===== config.mk =====
export PLATFORM = sky130hd
export DESIGN_NAME = sftc_top
export DESIGN_NICKNAME = d
export VERILOG_FILES = /design/src/sftc_pkg.sv /design/src/sftc_top.sv
export SDC_FILE = /design/constraint.sdc
export NUM_CORES = 1
export LEC_CHECK = 0
export BUFFER_PORTS_ARGS = -buffer_cell sky130_fd_sc_hd__buf_2
export CAP_MARGIN = 20
export CORE_ASPECT_RATIO = 2
export CORE_MARGIN = 2
export CORE_UTILIZATION = 69
export CTS_BUF_LIST = sky130_fd_sc_hd__clkbuf_8
export DETAILED_ROUTE_END_ITERATION = 8
export GPL_ROUTABILITY_DRIVEN = 0
export PLACE_DENSITY = 0.92
export SLEW_MARGIN = 20
export SYNTH_ARGS = -nofsm -noshare
export SYNTH_HDL_FRONTEND = slang
export SYNTH_SLANG_ARGS = --single-unit
export TNS_END_PERCENT = 30

===== constraint.sdc =====
create_clock -name pclk -period 19.3 [get_ports pclk]
set_input_delay 3.86 -clock pclk [delete_from_list [all_inputs] [get_ports pclk]]
set_output_delay 3.86 -clock pclk [all_outputs]
set_load 0.005 [all_outputs]

===== src/sftc_pkg.sv =====
// constants for the spi fifo and transfer control block
// assumes a 32-bit apb slave with byte addresses
package sftc_pkg;
	// register byte offsets
	localparam logic [7:0] OFF_CTRL   = 8'h00;
	localparam logic [7:0] OFF_FSIZE  = 8'h04;
	localparam logic [7:0] OFF_STAT   = 8'h08;
	localparam logic [7:0] OFF_ICLR   = 8'h0c;
	localparam logic [7:0] OFF_RXD    = 8'h10;
	localparam logic [7:0] OFF_TXD    = 8'h14;
	localparam logic [7:0] OFF_CLKGEN = 8'h18;
	localparam logic [7:0] OFF_MIS    = 8'h20;
	localparam logic [7:0] OFF_RIS    = 8'h24;
	// control fields
	localparam int C_EN    = 0;
	localparam int C_MST   = 1;
	localparam int C_DMA   = 2;
	localparam int C_IE_TD = 3;
	localparam int C_IE_RA = 4;
	localparam int C_IE_UR = 5;
	localparam int C_IE_OV = 6;
	localparam int C_SRST  = 7;
	localparam int C_CNT_LO = 16;
	localparam logic [31:0] CTRL_RST   = 32'h0001_0000;
	localparam logic [5:0]  FSIZE_RST  = 6'h04;
	localparam logic [7:0]  CLKGEN_RST = 8'h07;
	// status bits
	localparam int S_SENT  = 0;
	localparam int S_RXFUL = 1;
	localparam int S_RXEMP = 2;
	localparam int S_TXFUL = 3;
	localparam int S_TXEMP = 4;
	localparam int S_TXNXT = 5;
	localparam int S_UR    = 6;
	localparam int S_OV    = 7;
	localparam int S_BUSY  = 8;
	// raw interrupt bits
	localparam int R_TD = 0;
	localparam int R_RA = 1;
	localparam int R_UR = 2;
	localparam int R_OV = 3;
	// fifo shape
	localparam int FIFO_DEPTH = 4;
	localparam int FIFO_WIDTH = 32;
	localparam logic [2:0]  FIFO_FULL_CNT = 3'd4;
	localparam logic [16:0] CNT_WRAP = 17'h1_0000;
	localparam logic [5:0]  FSIZE_MAX = 6'd32;
	typedef enum logic [1:0] {ST_IDLE, ST_SHIFT, ST_HALT} sftc_state_t;
endpackage


===== src/sftc_top.sv =====
// spi fifo, frame counting, error and interrupt logic with apb registers
// assumes spi pins from outside the pclk domain; mode 0 framing
//
// Our own choices: the address map and the APB slave port.
`timescale 1ns/1ps
// Function
// - separate transmit and receive fifos, 4x32
// - status shows transmit fifo full and empty
// - status shows receive fifo full and empty
// - burst count to 64k, done after all
// - frame count resets to one
// - frame size sets bits per frame
// - count frames, drop output enable at end
// - last frame sets sent flag and interrupt
// - empty fifo on demand: underrun, halt
// - slave request on empty fifo: underrun
// - full receive fifo: overflow, drop, continue
// - underrun and overflow can raise interrupt
// - status shows transmit empty after next read
// - receive available output while data waits
// - ready for more when done, not full
// - dma mode masks done and available interrupts
// - all sources onto one interrupt line
// - reset clears both fifos and pointers
module sftc_top
	import sftc_pkg::*;
(
	// apb
	input  wire logic        pclk,
	input  wire logic        presetn,
	input  wire logic        psel,
	input  wire logic        penable,
	input  wire logic        pwrite,
	input  wire logic [7:0]  paddr,
	input  wire logic [31:0] pwdata,
	output logic      [31:0] prdata,
	output logic             pready,
	output logic             pslverr,
	// spi pins
	input  wire logic        sclk_i,
	input  wire logic        ss_i_n,
	input  wire logic        din_i,
	output logic             sclk_o,
	output logic             sclk_oe_n,
	output logic             ss_o_n,
	output logic             dout_o,
	output logic             dout_oe_n,
	// interrupt and dma
	output logic             irq,
	output logic             rx_data_available,
	output logic             tx_ready_for_more
);
	function automatic logic sel(input logic [7:0] a, input logic [7:0] off);
		sel = (a == off);
	endfunction

	logic [31:0]    ctrl_r;
	logic [5:0]     fsize_r;
	logic [7:0]     clkgen_r;
	logic [3:0]     ris_r;
	logic           sent_r;
	logic [31:0]    txm_r [0:FIFO_DEPTH-1];
	logic [31:0]    rxm_r [0:FIFO_DEPTH-1];
	logic [2:0]     txw_r;
	logic [2:0]     txr_r;
	logic [2:0]     rxw_r;
	logic [2:0]     rxr_r;
	logic [2:0]     sclk_q_r;
	logic [2:0]     ss_q_r;
	logic [1:0]     din_q_r;
	sftc_state_t    st_r;
	sftc_state_t    st_nxt;
	logic [7:0]     div_r;
	logic           sclk_r;
	logic [4:0]     bit_r;
	logic [16:0]    frames_r;
	logic [31:0]    sh_r;
	logic [31:0]    rsh_r;
	logic [31:0]    prdata_r;
	logic [31:0]    rdata_nxt;
	logic           pready_r;
	logic           pslverr_r;
	logic           sclk_oe_n_r;
	logic           ss_o_n_r;
	logic           dout_r;
	logic           dout_oe_n_r;
	logic           irq_r;
	logic           rxav_r;
	logic           txrfm_r;

	// fifo occupancy
	wire [2:0] tx_cnt   = txw_r - txr_r;
	wire [2:0] rx_cnt   = rxw_r - rxr_r;
	wire       tx_full  = (tx_cnt == FIFO_FULL_CNT);
	wire       tx_empty = (tx_cnt == 3'd0);
	wire       tx_enext = (tx_cnt == 3'd1);
	wire       rx_full  = (rx_cnt == FIFO_FULL_CNT);
	wire       rx_empty = (rx_cnt == 3'd0);
	wire [31:0] tx_head = txm_r[txr_r[1:0]];
	wire [31:0] rx_head = rxm_r[rxr_r[1:0]];

	// apb decode
	wire setup  = psel & ~penable;
	wire access = psel & penable & pready_r;
	wire wr     = access & pwrite;
	wire rd     = access & ~pwrite;
	wire mapped = sel(paddr, OFF_CTRL) | sel(paddr, OFF_FSIZE) | sel(paddr, OFF_STAT)
		| sel(paddr, OFF_ICLR) | sel(paddr, OFF_RXD) | sel(paddr, OFF_TXD)
		| sel(paddr, OFF_CLKGEN) | sel(paddr, OFF_MIS) | sel(paddr, OFF_RIS);
	wire tx_push = wr & sel(paddr, OFF_TXD) & ~tx_full;
	wire rx_pop  = rd & sel(paddr, OFF_RXD) & ~rx_empty;
	wire [3:0] clr = (wr & sel(paddr, OFF_ICLR)) ? pwdata[3:0] : 4'h0;

	// control fields
	wire        srst   = ctrl_r[C_SRST];
	wire        enable = ctrl_r[C_EN] & ~srst;
	wire        master = ctrl_r[C_MST];
	wire        dma    = ctrl_r[C_DMA];
	wire [15:0] cnt    = ctrl_r[C_CNT_LO +: 16];
	wire [16:0] tgt    = (cnt == 16'h0000) ? CNT_WRAP : {1'b0, cnt};
	wire [5:0]  fs_eff = ((fsize_r == 6'd0) || (fsize_r > FSIZE_MAX)) ? FSIZE_MAX : fsize_r;
	wire [5:0]  fs_m1w = fs_eff - 6'd1;
	wire [4:0]  fs_m1  = fs_m1w[4:0];
	wire [31:0] fmask  = 32'hffff_ffff >> (FSIZE_MAX - fs_eff);

	// link events
	wire ss_act = ~ss_q_r[1];
	wire s_rise = sclk_q_r[1] & ~sclk_q_r[2];
	wire s_fall = ~sclk_q_r[1] & sclk_q_r[2];
	wire tick   = (div_r == clkgen_r);
	wire m_rise = tick & ~sclk_r & (st_r == ST_SHIFT);
	wire m_fall = tick & sclk_r;
	wire smp_ev = master ? m_rise : (s_rise & ss_act);
	wire shf_ev = master ? m_fall : (s_fall & ss_act);

	// frame sequencing
	wire last_bit   = (bit_r == fs_m1);
	wire frame_end  = (st_r == ST_SHIFT) & shf_ev & last_bit;
	wire [16:0] fr1 = frames_r + 17'd1;
	wire last_frame = (fr1 == tgt);
	wire start      = (st_r == ST_IDLE) & enable & (master ? ~tx_empty : ss_act);
	wire more       = frame_end & ~last_frame;
	wire tx_pop     = (start | more) & ~tx_empty;
	wire ur_ev      = (start | more) & tx_empty;
	wire done_ev    = frame_end & last_frame;
	wire rx_push    = frame_end & ~rx_full;
	wire ov_ev      = frame_end & rx_full;
	wire [31:0] rx_word = rsh_r & fmask;

	// interrupts
	wire [3:0] set_ev = {ov_ev, ur_ev, rx_push, done_ev};
	wire [3:0] ris_nxt = (ris_r & ~clr) | set_ev;
	wire [3:0] ien = {ctrl_r[C_IE_OV], ctrl_r[C_IE_UR],
		ctrl_r[C_IE_RA] & ~dma, ctrl_r[C_IE_TD] & ~dma};
	wire [3:0] mis = ris_r & ien;
	wire busy = (st_r != ST_IDLE);
	wire [31:0] status = {23'h0, busy, ris_r[R_OV], ris_r[R_UR], tx_enext,
		tx_empty, tx_full, rx_empty, rx_full, sent_r};

	always_comb begin
		if (sel(paddr, OFF_CTRL)) begin
			rdata_nxt = ctrl_r;
		end else if (sel(paddr, OFF_FSIZE)) begin
			rdata_nxt = {26'h0, fsize_r};
		end else if (sel(paddr, OFF_STAT)) begin
			rdata_nxt = status;
		end else if (sel(paddr, OFF_RXD)) begin
			rdata_nxt = rx_head;
		end else if (sel(paddr, OFF_CLKGEN)) begin
			rdata_nxt = {24'h0, clkgen_r};
		end else if (sel(paddr, OFF_MIS)) begin
			rdata_nxt = {28'h0, mis};
		end else if (sel(paddr, OFF_RIS)) begin
			rdata_nxt = {28'h0, ris_r};
		end else begin
			rdata_nxt = 32'h0;
		end
	end

	always_comb begin
		st_nxt = st_r;
		case (st_r)
			ST_IDLE: begin
				if (start) begin
					st_nxt = tx_empty ? ST_HALT : ST_SHIFT;
				end
			end
			ST_SHIFT: begin
				if (ur_ev) begin
					st_nxt = ST_HALT;
				end else if (done_ev | ~enable | (~master & ~ss_act)) begin
					st_nxt = ST_IDLE;
				end
			end
			ST_HALT: begin
				if (master | ~ss_act | ~enable) begin
					st_nxt = ST_IDLE;
				end
			end
			default: st_nxt = ST_IDLE;
		endcase
	end

	// apb slave, zero wait states
	always_ff @(posedge pclk or negedge presetn) begin
		if (!presetn) begin
			pready_r  <= 1'b0;
			pslverr_r <= 1'b0;
			prdata_r  <= 32'h0;
		end else begin
			pready_r  <= setup;
			pslverr_r <= setup & ~mapped;
			prdata_r  <= setup ? rdata_nxt : 32'h0;
		end
	end

	always_ff @(posedge pclk or negedge presetn) begin
		if (!presetn) begin
			ctrl_r   <= CTRL_RST;
			fsize_r  <= FSIZE_RST;
			clkgen_r <= CLKGEN_RST;
		end else if (wr) begin
			if (sel(paddr, OFF_CTRL)) ctrl_r <= pwdata;
			if (sel(paddr, OFF_FSIZE)) fsize_r <= pwdata[5:0];
			if (sel(paddr, OFF_CLKGEN)) clkgen_r <= pwdata[7:0];
		end
	end

	always_ff @(posedge pclk or negedge presetn) begin
		if (!presetn) begin
			ris_r  <= 4'h0;
			sent_r <= 1'b0;
		end else begin
			ris_r  <= ris_nxt;
			sent_r <= (sent_r & ~clr[R_TD]) | done_ev;
		end
	end

	// fifo storage
	always_ff @(posedge pclk) begin
		if (tx_push) txm_r[txw_r[1:0]] <= pwdata;
		if (rx_push) rxm_r[rxw_r[1:0]] <= rx_word;
	end

	always_ff @(posedge pclk or negedge presetn) begin
		if (!presetn) begin
			txw_r <= 3'd0;
			txr_r <= 3'd0;
			rxw_r <= 3'd0;
			rxr_r <= 3'd0;
		end else if (srst) begin
			txw_r <= 3'd0;
			txr_r <= 3'd0;
			rxw_r <= 3'd0;
			rxr_r <= 3'd0;
		end else begin
			txw_r <= txw_r + {2'b0, tx_push};
			txr_r <= txr_r + {2'b0, tx_pop};
			rxw_r <= rxw_r + {2'b0, rx_push};
			rxr_r <= rxr_r + {2'b0, rx_pop};
		end
	end

	// pin synchronisers
	always_ff @(posedge pclk or negedge presetn) begin
		if (!presetn) begin
			sclk_q_r <= 3'b000;
			ss_q_r   <= 3'b111;
			din_q_r  <= 2'b00;
		end else begin
			sclk_q_r <= {sclk_q_r[1:0], sclk_i};
			ss_q_r   <= {ss_q_r[1:0], ss_i_n};
			din_q_r  <= {din_q_r[0], din_i};
		end
	end

	always_ff @(posedge pclk or negedge presetn) begin
		if (!presetn) begin
			st_r <= ST_IDLE;
		end else if (srst) begin
			st_r <= ST_IDLE;
		end else begin
			st_r <= st_nxt;
		end
	end

	// master clock generation
	always_ff @(posedge pclk or negedge presetn) begin
		if (!presetn) begin
			div_r  <= 8'h0;
			sclk_r <= 1'b0;
		end else if ((st_r != ST_SHIFT) | ~master) begin
			div_r  <= 8'h0;
			sclk_r <= 1'b0;
		end else begin
			div_r  <= tick ? 8'h0 : div_r + 8'h1;
			sclk_r <= sclk_r ^ tick;
		end
	end

	// shifters and counters
	always_ff @(posedge pclk or negedge presetn) begin
		if (!presetn) begin
			sh_r     <= 32'h0;
			rsh_r    <= 32'h0;
			bit_r    <= 5'd0;
			frames_r <= 17'd0;
		end else begin
			if (tx_pop) begin
				sh_r <= tx_head;
			end else if ((st_r == ST_SHIFT) & shf_ev & ~last_bit) begin
				sh_r <= {sh_r[30:0], 1'b0};
			end
			if ((st_r == ST_SHIFT) & smp_ev) rsh_r <= {rsh_r[30:0], din_q_r[1]};
			if (start | (st_r != ST_SHIFT)) begin
				bit_r <= 5'd0;
			end else if (shf_ev) begin
				bit_r <= last_bit ? 5'd0 : bit_r + 5'd1;
			end
			if (start) begin
				frames_r <= 17'd0;
			end else if (frame_end) begin
				frames_r <= fr1;
			end
		end
	end

	// registered outputs
	always_ff @(posedge pclk or negedge presetn) begin
		if (!presetn) begin
			sclk_oe_n_r <= 1'b1;
			ss_o_n_r    <= 1'b1;
			dout_r      <= 1'b0;
			dout_oe_n_r <= 1'b1;
			irq_r       <= 1'b0;
			rxav_r      <= 1'b0;
			txrfm_r     <= 1'b0;
		end else begin
			sclk_oe_n_r <= ~(enable & master);
			ss_o_n_r    <= ~(master & (st_r == ST_SHIFT));
			dout_r      <= sh_r[fs_m1];
			dout_oe_n_r <= ~((st_r == ST_SHIFT) & (master | ss_act));
			irq_r       <= |mis;
			rxav_r      <= ~rx_empty;
			txrfm_r     <= ~busy & ~tx_full;
		end
	end

	assign prdata            = prdata_r;
	assign pready            = pready_r;
	assign pslverr           = pslverr_r;
	assign sclk_o            = sclk_r;
	assign sclk_oe_n         = sclk_oe_n_r;
	assign ss_o_n            = ss_o_n_r;
	assign dout_o            = dout_r;
	assign dout_oe_n         = dout_oe_n_r;
	assign irq               = irq_r;
	assign rx_data_available = rxav_r;
	assign tx_ready_for_more = txrfm_r;
endmodule


==> out/metrics.cfg, run 1 <==
[clock_network]
clkTransAtPathRegs_ns = 0.07
cts_tree = built
cts_hold_buf = 0
ctsRootBufferMaster = clkbuf_8
cts_setup_buffers = 0
clk_latency_ns = 0.65
clockBufferDepth = 3
htree_levels = 2
numCtsBuffers = 57
clock-sinks = 464
cts_resized = 0

[route]
vias_per_cell = 6.937
drc = 0
vias = 12270
dr.max_layer_used = met4
dr_wl_met3_um = 4148
drt_iter0_markers = 1236
met2_length_um = 25360
met1_length_um = 15360
route.antenna.remaining_nets = 0
wl_um = 48220
detail_route.wl_per_cell_um = 27.26
drt_first_pass_iters = 6

[logic_synthesis]
synth_nets = 1330
synth_top_area_share_pct = 38.90
yosysTopAreaCell = edfxtp_1
synth_most_common_cell = edfxtp_1
synth_ff_type = edfxtp_1
synth_commonest_cells = edfxtp_1, dfrtp_1, mux2_2
synth_edf_count = 256
synth-seq-cells = 464
synth_seq_area_share_pct = 65.31
syn_inst = 1260
synthTopCellsByArea = edfxtp_1, dfrtp_1, mux4_2
syn_area_per_cell_um2 = 15.68
synthDistinctLibCells = 69
yosysWarnings = 0
syn_area_um2 = 19760
synthArstFlopShare_pct = 44.83

[sta]
setup_tns_ns = 0
finalWorstSetupSlack_ns = 13.28
fmax_mhz = 166.0
setup_viol = 0
slew_violations = 0
fin_crit_sh_pct = 31.21
finalClockSkew_ns = 0.03187
maxSlewHeadroom_pct = 27.16
tightest_slew_ns = 1.090
min_period_ns = 6.023
rsz0062_at_grt = false
hold_viol_final = 0

[die]
dieWidth_um = 123.7
design.die.area_um2 = 30090
core_region_area_um2 = 28190
initial_core_util_pct = 70.09
ios = 90
chipHeight_um = 243.3
std_cell_rows = 87

[global_routing]
grt_max_degree = 83
overflow = 0
grt_pass1_wl_um = 74330
grt_pass1_vias = 13000
grt.total_usage_pct = 33.64
antenna_found_initial = 1

[place]
placed_cells_incl_taps = 1661
dpl_worst_slack_ns = 12.81
dp_hpwl_um = 31990
io_buffers = 89

[finish]
stdcell_count = 1769
fill_cells = 1487
fin_nets = 1434
syn_to_final_growth_pct = 10.39
drive_above_1_share_pct = 29.82

[pwr]
leakage_nw = 8.558
finalPower_mw = 1.829
p_clk_share_pct = 41.3
power.internal_mw = 1.445
peakVddDrop_uv = 68.52
seq_power_share_pct = 57.2
powerDensity_nw_per_um2 = 83.83
combPwrFrac_pct = 1.5
power.switching_uw = 383.5
switching_share_pct = 20.97

[outcome]
run_status = finished clean

[job]
max_cap_violations = 0

[setup_path]
startpoint_type = input pin
crit_type = input pin to flip-flop
cp-end-kind = flip-flop
required_ns = 19.58
cp_max_fo = 32
cp_data_arrival_time_ns = 6.31

[hold_path]
hold_path_class = flip-flop to flip-flop

==> cells in the final DEF (no fill, tap or decap), types with 5 or more instances in the layout <==
cell type	instances
buf_2	88
edfxtp_1	256
nor2b_1	21
mux4_2	73
clkinv_1	6
nand2b_1	8
nor4_1	9
nand3_1	19
o31ai_1	13
dfrtp_1	195
nor3_1	8
nor2_1	70
xor2_1	20
clkinv_2	9
buf_4	21
a31oi_1	10
a21oi_1	25
ha_1	21
a222oi_1	5
a22oi_1	29
xnor2_1	35
bufinv_16	7
and3_1	22
mux2_2	101
and2_1	9
o21a_1	8
dfstp_2	10
inv_1	37
clkbuf_8	64
mux2_4	26
o21ai_0	31
nand2_1	66
mux2_1	6
==> state kept, by name, summed over array words and instances, names as in the netlist, 2 cells and up <==
register	count
rxm_r	128
txm_r	128
ctrl_r	32
prdata	32
rsh_r	32
sh_r	32
frames_r	17
clkgen_r	8
div_r	8
fsize_r	6
bit_r	5
ris_r	4
rxr_r	3
rxw_r	3
sclk_q_r	3
txr_r	3
txw_r	3
din_q_r	2
ss_q_r	2
st_r	2
==> critical path, stage by stage <==
cell,delay (ns)
buf_2,0.12
nor4b_1,0.70
nand2b_1,0.27
nor3_1,0.62
and3_1,0.30
buf_4,0.43
==> area by class of cell <==
type / count / area [µm²] / area share [%]
clock inverter: 44 / 367.9 / 1.686
multi-input combinational: 713 / 6543 / 29.99
timing repair buffer: 110 / 611.8 / 2.805
inverter: 18 / 67.56 / 0.3097
tap: 356 / 445.4 / 2.042
antenna: 1 / 2.502 / 0.01147
clock buffer: 63 / 867.1 / 3.975
sequential: 464 / 12910 / 59.18
==> worst paths after layout <==
check	start	end	slack, ns	cells after the start
worst min-delay path	din_q_r[0]$_DFF_PN0_	din_q_r[1]$_DFF_PN0_	0.35	0
worst min register to register	din_q_r[0]$_DFF_PN0_	din_q_r[1]$_DFF_PN0_	0.35	0
min in group asynchronous	presetn	div_r[2]$_DFF_PN0_	3.24	1
worst max register to register	fsize_r[5]$_DFFE_PN0P_	txr_r[2]$_DFF_PN0_	13.75	13
worst max-delay path	paddr[5]	txm_r[2][22]$_DFFE_PP_	13.28	6
max in group asynchronous	presetn	rsh_r[11]$_DFFE_PN0P_	14.62	2
==> power groups by stage <==
| stage | clock [mW] | sequential (mW) | combinational (mW) |
|---|---|---|---|
| 2_1_floorplan | 0 | 1.07 | 0.00473 |
| 3_3_place_gp | 0 | 1.07 | 0.0264 |
| 3_5_place_dp | 0 | 1.07 | 0.0276 |
| 4_1_cts | 0.758 | 1.05 | 0.0278 |
| 5_1_grt | 0.802 | 1.04 | 0.0307 |
| 6_report | 0.755 | 1.05 | 0.0281 |
==> cell families after synthesis <==
family	Yosys count	synth area share, %
mux	207	16.53
xor+xnor	56	2.520
simple gates	268	6.921
compound gates	160	5.566
buf+inv	83	1.729
flops	464	65.31
fa+ha+maj	22	1.431
==> per-layer routing <==
layer  GRT usage, %  up-vias
li1               -     5016
met1          39.47     6130
met2          56.35      866
met3          6.625      260
met4          20.52        0
met5              0        -
==> metrics by stage <==
stage                     utilization, %  hold WS [ns]  instance area [µm²]
after global routing               77.37        0.3684                21810
after global placement             72.96        0.3351                20570
after floorplan                        -        0.3312                19760
final                              77.37        0.3503                21810
after CTS                          77.34        0.3556                21800
after detailed placement           72.96        0.3411                20570
No activity file was read; power rests on OpenSTA's default activity.
==> inputs of run 2 (changes only) <==
- CORE_UTILIZATION: 69 -> 64
- PLACE_DENSITY: 0.92 -> 0.86
- clock period: 19.3 -> 5.82 ns (I/O delays scaled with it)
==> out/metrics.cfg, run 2 (synthesis gave the netlist of run 1 again) <==
[outcome]
run_status = finished clean

[route]
wl_um = 47010  ; -2.5%
drt_iter0_markers = 1246  ; +0.81%
vias = 11990  ; -2.3%
vias_per_cell = 6.687  ; -3.6%
route.antenna.remaining_nets = 0  ; unchanged
detail_route.wl_per_cell_um = 26.22  ; -3.8%
drc = 0  ; unchanged
drt_first_pass_iters = 6  ; unchanged

[global_routing]
grt_max_degree = 102  ; +23%
grt_pass1_vias = 12370  ; -4.8%
overflow = 0  ; unchanged
grt.total_usage_pct = 29.97  ; -3.7 points
grt_pass1_wl_um = 72420  ; -2.6%
antenna_found_initial = 4  ; +3

[die]
chipHeight_um = 252.5  ; +3.8%
design.die.area_um2 = 32380  ; +7.6%
initial_core_util_pct = 64.52  ; -5.6 points
core_region_area_um2 = 30630  ; +8.6%
dieWidth_um = 128.3  ; +3.7%
ios = 90  ; unchanged
std_cell_rows = 91  ; +4.6%

[sta]
hold_viol_final = 0  ; unchanged
maxSlewHeadroom_pct = 28.44  ; +1.3 points
slew_violations = 0  ; unchanged
setup_viol = 0  ; unchanged
rsz0062_at_grt = false
tightest_slew_ns = 1.073  ; -0.01647 ns
fin_crit_sh_pct = 81.87
finalClockSkew_ns = 0.02696  ; -0.004911 ns
setup_tns_ns = 0  ; unchanged
min_period_ns = 4.765
fmax_mhz = 209.9
finalWorstSetupSlack_ns = 1.055  ; -12.22 ns

[setup_path]
crit_type = flip-flop to flip-flop
crit_path_cell_trace = nor2b_1 -> buf_4 -> inv_1 -> ha_1 -> xor2_2 -> xnor2_1 -> or3_4 -> nor4_4 -> nor2_2 -> or3_2 -> inv_2 -> ha_1 -> ha_1 -> nor2b_1
startpoint_type = flip-flop
cpMostUsedCell = ha_1
required_ns = 6.31  ; -13.27 ns
cp_max_fo = 33  ; +3.1%
crit_path_start = fsize_r[5]$_DFFE_PN0P_
cp_data_arrival_time_ns = 5.26  ; -1.05 ns
crit_buf_inv = 3  ; +1
cp_slowest_cell = or3_2
cp-end-kind = flip-flop
crit_path_max_incr_delay_ns = 0.97  ; +0.27 ns
r2r_start = fsize_r[5]$_DFFE_PN0P_
critPathTopFamily = simple AND/OR/NAND/NOR gates

[place]
placed_cells_incl_taps = 1676  ; +0.90%
io_buffers = 89  ; unchanged
dp_hpwl_um = 31730  ; -0.81%
dpl_worst_slack_ns = 1.087  ; -11.72 ns

[job]
max_cap_violations = 0  ; unchanged

[finish]
mostFrequentLayoutCells = edfxtp_1, dfrtp_1, mux2_2
syn_to_final_growth_pct = 10.10
multiInputGateArea_um2 = 6543  ; unchanged
fill_cells = 1807  ; +22%
seqCellArea_um2 = 12910  ; unchanged
final_common_cell = edfxtp_1
fin_nets = 1436  ; +0.14%
stdcell_count = 1793  ; +1.4%
drive_above_1_share_pct = 29.76  ; -0.056 points

[clock_network]
numCtsBuffers = 60  ; +5.3%
ctsRootBufferMaster = clkbuf_8
clock-sinks = 464  ; unchanged
cts_hold_buf = 0  ; unchanged
cts_setup_buffers = 0  ; unchanged
cts_tree = built
cts_resized = 0  ; unchanged
htree_levels = 2  ; unchanged
clkTransAtPathRegs_ns = 0.07  ; about the same
clk_latency_ns = 0.66  ; about the same
clockBufferDepth = 3  ; unchanged

[pwr]
powerDensity_nw_per_um2 = 268.8  ; +220%
seq_power_share_pct = 59.3  ; +2.1 points
power.internal_mw = 4.592  ; +220%
peakVddDrop_uv = 224.5  ; +230%
leakage_nw = 8.567  ; +0.11%
power.switching_mw = 1.256  ; +230%
finalPower_mw = 5.848  ; +220%
switching_share_pct = 21.47  ; +0.50 points
p_clk_share_pct = 39.1  ; -2.2 points
combPwrFrac_pct = 1.6  ; about the same

[hold_path]
hp-start = sclk_q_r[0]$_DFF_PN0_
hold_path_class = flip-flop to flip-flop

## run 2: cell count changes in the layout (fill, tap and decap cells not counted)
| cell | change |
|---|---|
| clkinv_2 | +2 |
| clkbuf_8 | +3 |
| bufinv_16 | -6 |
| inv_1 | +5 |
| inv_6 | +1 |
| buf_8 | +1 |
| buf_4 | -1 |
| inv_8 | +1 |
| diode_2 | +2 |
## run 2: per-stage QoR
stage,instance area (µm²),hold slack [ns],utilization [%]
after global placement,20580,0.3382,67.20
after global routing,21760,0.3581,71.03
after CTS,21740,0.3574,70.99
after detailed placement,20580,0.3434,67.20
final,21760,0.3554,71.03
after floorplan,19760,0.3312,-
## run 2: metal layers
| layer | vias up | track usage [%] | part of all wire [%] |
|---|---|---|---|
| met2 | 715 | 48.68 | 50 |
| met4 | 2 | 18.27 | 6.7 |
| met1 | 6064 | 37.37 | 35 |
| li1 | 5038 | - | - |
| met3 | 171 | 5.588 | 8.1 |
| met5 | - | 0 | 0.028 |
## run 2: path summary, 6_finish.rpt
path / depth (start not counted) / to / slack, ns
hold reg to reg: 0 / sclk_q_r[1]$_DFF_PN0_ / 0.36
max in group asynchronous: 2 / rsh_r[23]$_DFFE_PN0P_ / 4.05
hold / removal: 0 / sclk_q_r[1]$_DFF_PN0_ / 0.36
setup / recovery: 14 / txr_r[1]$_DFF_PN0_ / 1.06
min in group asynchronous: 1 / ctrl_r[17]$_DFFE_PN0P_ / 0.51
setup reg to reg: 14 / txr_r[1]$_DFF_PN0_ / 1.06
## run 2: power groups by stage
stage                     registers (mW)  logic [mW]  clock network, mW
after floorplan                     3.53      0.0157                  0
after global placement              3.53      0.0851                  0
after detailed placement            3.53      0.0899                  0
after CTS                           3.47      0.0904               2.31
after global routing                3.47       0.100               2.44
final                               3.47      0.0911               2.29
## run 2: final cells by class
class                           count  area share [%]
Timing Repair Buffer              109           2.784
Clock buffer                       67           4.239
Clock inverter                     47           1.087
Inverter                           18          0.3106
Sequential cell                   464           59.33
Antenna cell                        3         0.03451
Multi-Input combinational cell    713           30.07
Tap cell                          372           2.139
==> inputs of run 3 (changes only) <==
- ABC_AREA: unset -> 1
- clock period: 5.82 -> 4.5 ns (I/O delays scaled with it)
==> out/metrics.cfg, run 3 <==
[outcome]
run_status = finished clean

[logic_synthesis]
synth_edf_count = 256  ; unchanged
synth-seq-cells = 464  ; unchanged
syn_area_um2 = 19950  ; +0.97%
synthDistinctLibCells = 57  ; -17%
synth_commonest_cells = nand2_1, edfxtp_1, nor2_1
synth_top_area_share_pct = 38.53  ; -0.37 points
synthTopCellsByArea = edfxtp_1, dfrtp_1, nand2_1
syn_area_per_cell_um2 = 10.40  ; -34%
synth_ff_type = edfxtp_1
synthArstFlopShare_pct = 44.83  ; unchanged
yosysWarnings = 0  ; unchanged
synth_most_common_cell = nand2_1
syn_inst = 1919  ; +52%
yosysTopAreaCell = edfxtp_1
synth_nets = 1989  ; +50%
synth_seq_area_share_pct = 64.68  ; -0.63 points

[clock_network]
cts_tree = built
numCtsBuffers = 57  ; -5.0%
clockBufferDepth = 3  ; unchanged
htree_levels = 2  ; unchanged
clock-sinks = 464  ; unchanged
clk_latency_ns = 0.66  ; about the same
cts_setup_buffers = 0  ; unchanged
clkTransAtPathRegs_ns = 0.07  ; about the same
cts_resized = 0  ; unchanged
cts_hold_buf = 0  ; unchanged
ctsRootBufferMaster = clkbuf_8

[hold_path]
hold_path_class = input pin to async pin

[sta]
setup_viol = 0  ; unchanged
hold_viol_final = 0  ; unchanged
slew_violations = 0  ; unchanged
tightest_slew_ns = 1.065  ; -0.008351 ns
finalClockSkew_ns = 0.04653  ; +0.01957 ns
fin_crit_sh_pct = 92.49  ; +11 points
finalWorstSetupSlack_ns = 0.3378  ; -0.7173 ns
min_period_ns = 4.162  ; -0.6027 ns
rsz0062_at_grt = false
maxSlewHeadroom_pct = 28.56  ; +0.12 points
fmax_mhz = 240.3  ; +14%

[die]
initial_core_util_pct = 64.90  ; +0.38 points
design.die.area_um2 = 32690  ; +0.95%
dieWidth_um = 128.9  ; +0.47%
core_region_area_um2 = 30740  ; +0.37%
ios = 90  ; unchanged
std_cell_rows = 91  ; unchanged
chipHeight_um = 253.7  ; +0.48%

[job]
max_cap_violations = 0  ; unchanged

[finish]
final_common_cell = nand2_1
mostFrequentLayoutCells = nand2_1, edfxtp_1, nor2_1
fin_util_pct = 71.20  ; +0.16 points
stdcell_area_um2 = 21890  ; +0.60%
fin_nets = 2079  ; +45%
syn_to_final_growth_pct = 9.701
drive_above_1_share_pct = 12.64  ; -17 points

[route]
vias = 15210  ; +27%
wl_um = 51410  ; +9.4%
drt_iter0_markers = 1779  ; +43%
detail_route.wl_per_cell_um = 21.15  ; -19%
vias_per_cell = 6.258  ; -6.4%
drt_first_pass_iters = 9  ; +3
drc = 0  ; unchanged
route.antenna.remaining_nets = 0  ; unchanged

[pwr]
finalPower_mw = 7.573  ; +30%
peakVddDrop_uv = 227.2  ; +1.2%
switching_share_pct = 21.62  ; +0.15 points
power.switching_mw = 1.637  ; +30%
combPwrFrac_pct = 1.9  ; +0.3 points
seq_power_share_pct = 59.2  ; about the same
p_clk_share_pct = 38.9  ; -0.2 points
power.internal_mw = 5.936  ; +29%
powerDensity_nw_per_um2 = 346.0  ; +29%
leakage_nw = 9.055  ; +5.7%

[setup_path]
cp_slowest_cell = a2111oi_0
reg2regPathDepth = 13  ; -1
crit_path_max_incr_delay_ns = 0.79  ; -0.18 ns
crit_buf_inv = 3  ; unchanged
worst-path-stages = 13  ; -1
crit_path_cell_trace = nor2_1 -> nor4b_1 -> nand2_1 -> a2111oi_0 -> ha_1 -> a32o_1 -> nand2_1 -> nor2_2 -> inv_2 -> nor2_1 -> inv_1 -> nor3_2 -> buf_4
critPathTopFamily = simple AND/OR/NAND/NOR gates
cp_max_fo = 32  ; -3.0%
required_ns = 4.76  ; -1.55 ns
cp-end-kind = flip-flop
crit_type = flip-flop to flip-flop
cp_data_arrival_time_ns = 4.42  ; -0.84 ns
startpoint_type = flip-flop

[global_routing]
grt_max_degree = 108  ; +5.9%
grt.total_usage_pct = 31.48  ; +1.5 points
grt_pass1_vias = 15150  ; +22%
overflow = 0  ; unchanged
antenna_found_initial = 2  ; -2
grt_pass1_wl_um = 77980  ; +7.7%

[place]
placed_area_um2 = 20770  ; +0.89%
dp_hpwl_um = 34620  ; +9.1%
dpl_worst_slack_ns = 0.5250  ; -0.5619 ns
io_buffers = 89  ; unchanged

run 3: cell types whose count changed after synthesis, moves of 24 or more:
cell     previous run  this run
nand2_1            66       372
o21ai_0            31       184
nor2_1             71       211
inv_1              17       154
mux2_2            101        13
a21oi_1            25       104
mux4_2             73         0
nand3_1            19        78
o22ai_1             0        58
a22oi_1            29         1
mux2_4             26         0
xnor2_1            35         9
nor3_1              8        32
run 3: layout make-up:
cell class | count | area, µm²
clock buffers | 64 | 880.8
flip-flops and latches | 464 | 12910
well taps | 372 | 465.4
diodes | 2 | 5.005
clock inverters | 43 | 234.0
fillers | 2097 | 8855
multi-input cells | 1205 | 6098
inverters | 164 | 619.3
repair buffers | 117 | 676.9
run 3: path summary, 6_finish.rpt:
kind,start,to,slack [ns]
worst max-delay path,clkgen_r[0]$_DFFE_PN1P_,rxm_r[0][28]$_DFFE_PP_,0.34
worst min-delay path,presetn,rx_data_available$_DFF_PN0_,0.30
worst max register to register,clkgen_r[0]$_DFFE_PN1P_,rxm_r[0][28]$_DFFE_PP_,0.34
worst min register to register,sclk_q_r[0]$_DFF_PN0_,sclk_q_r[1]$_DFF_PN0_,0.36
max in group asynchronous,presetn,ctrl_r[16]$_DFFE_PN1P_,3.04
min in group pclk,ss_i_n,ss_q_r[0]$_DFF_PN1_,0.35
run 3: logic make-up after synthesis:
family                   after synthesis  synth area share (%)
AO/OA/AOI/OAI                        400                 11.39
multiplexers                          13                0.7337
AND/OR/NAND/NOR                      741                 15.45
buffers and inverters                250                 4.948
flip-flops                           464                 64.68
XOR/XNOR                              29                 1.380
adder cells (fa/ha/maj)               22                 1.417
run 3: power by group through the flow:
stage,Combinational (mW),Clock [mW],Sequential (mW)
3_5_place_dp,0.139,0,4.57
4_1_cts,0.140,2.96,4.49
5_1_grt,0.155,3.12,4.48
2_1_floorplan,0.0345,0,4.57
6_report,0.141,2.95,4.49
3_3_place_gp,0.133,0,4.57
run 3: metal layers:
metal	GRT usage [%]	share of wire (%)
met5	0	0
met4	21.74	7.2
met2	55.37	52
met1	34.66	34
met3	4.484	6.8
run 3: per-stage QoR:
step	hold slack [ns]	setup TNS, ns	cells
after floorplan	0.3312	-42.92	1919
after global placement	0.3393	0	2322
after detailed placement	0.3471	0	2322
after CTS	0.3283	0	2429
after global routing	0.3527	0	2431
final	0.3010	0	2431
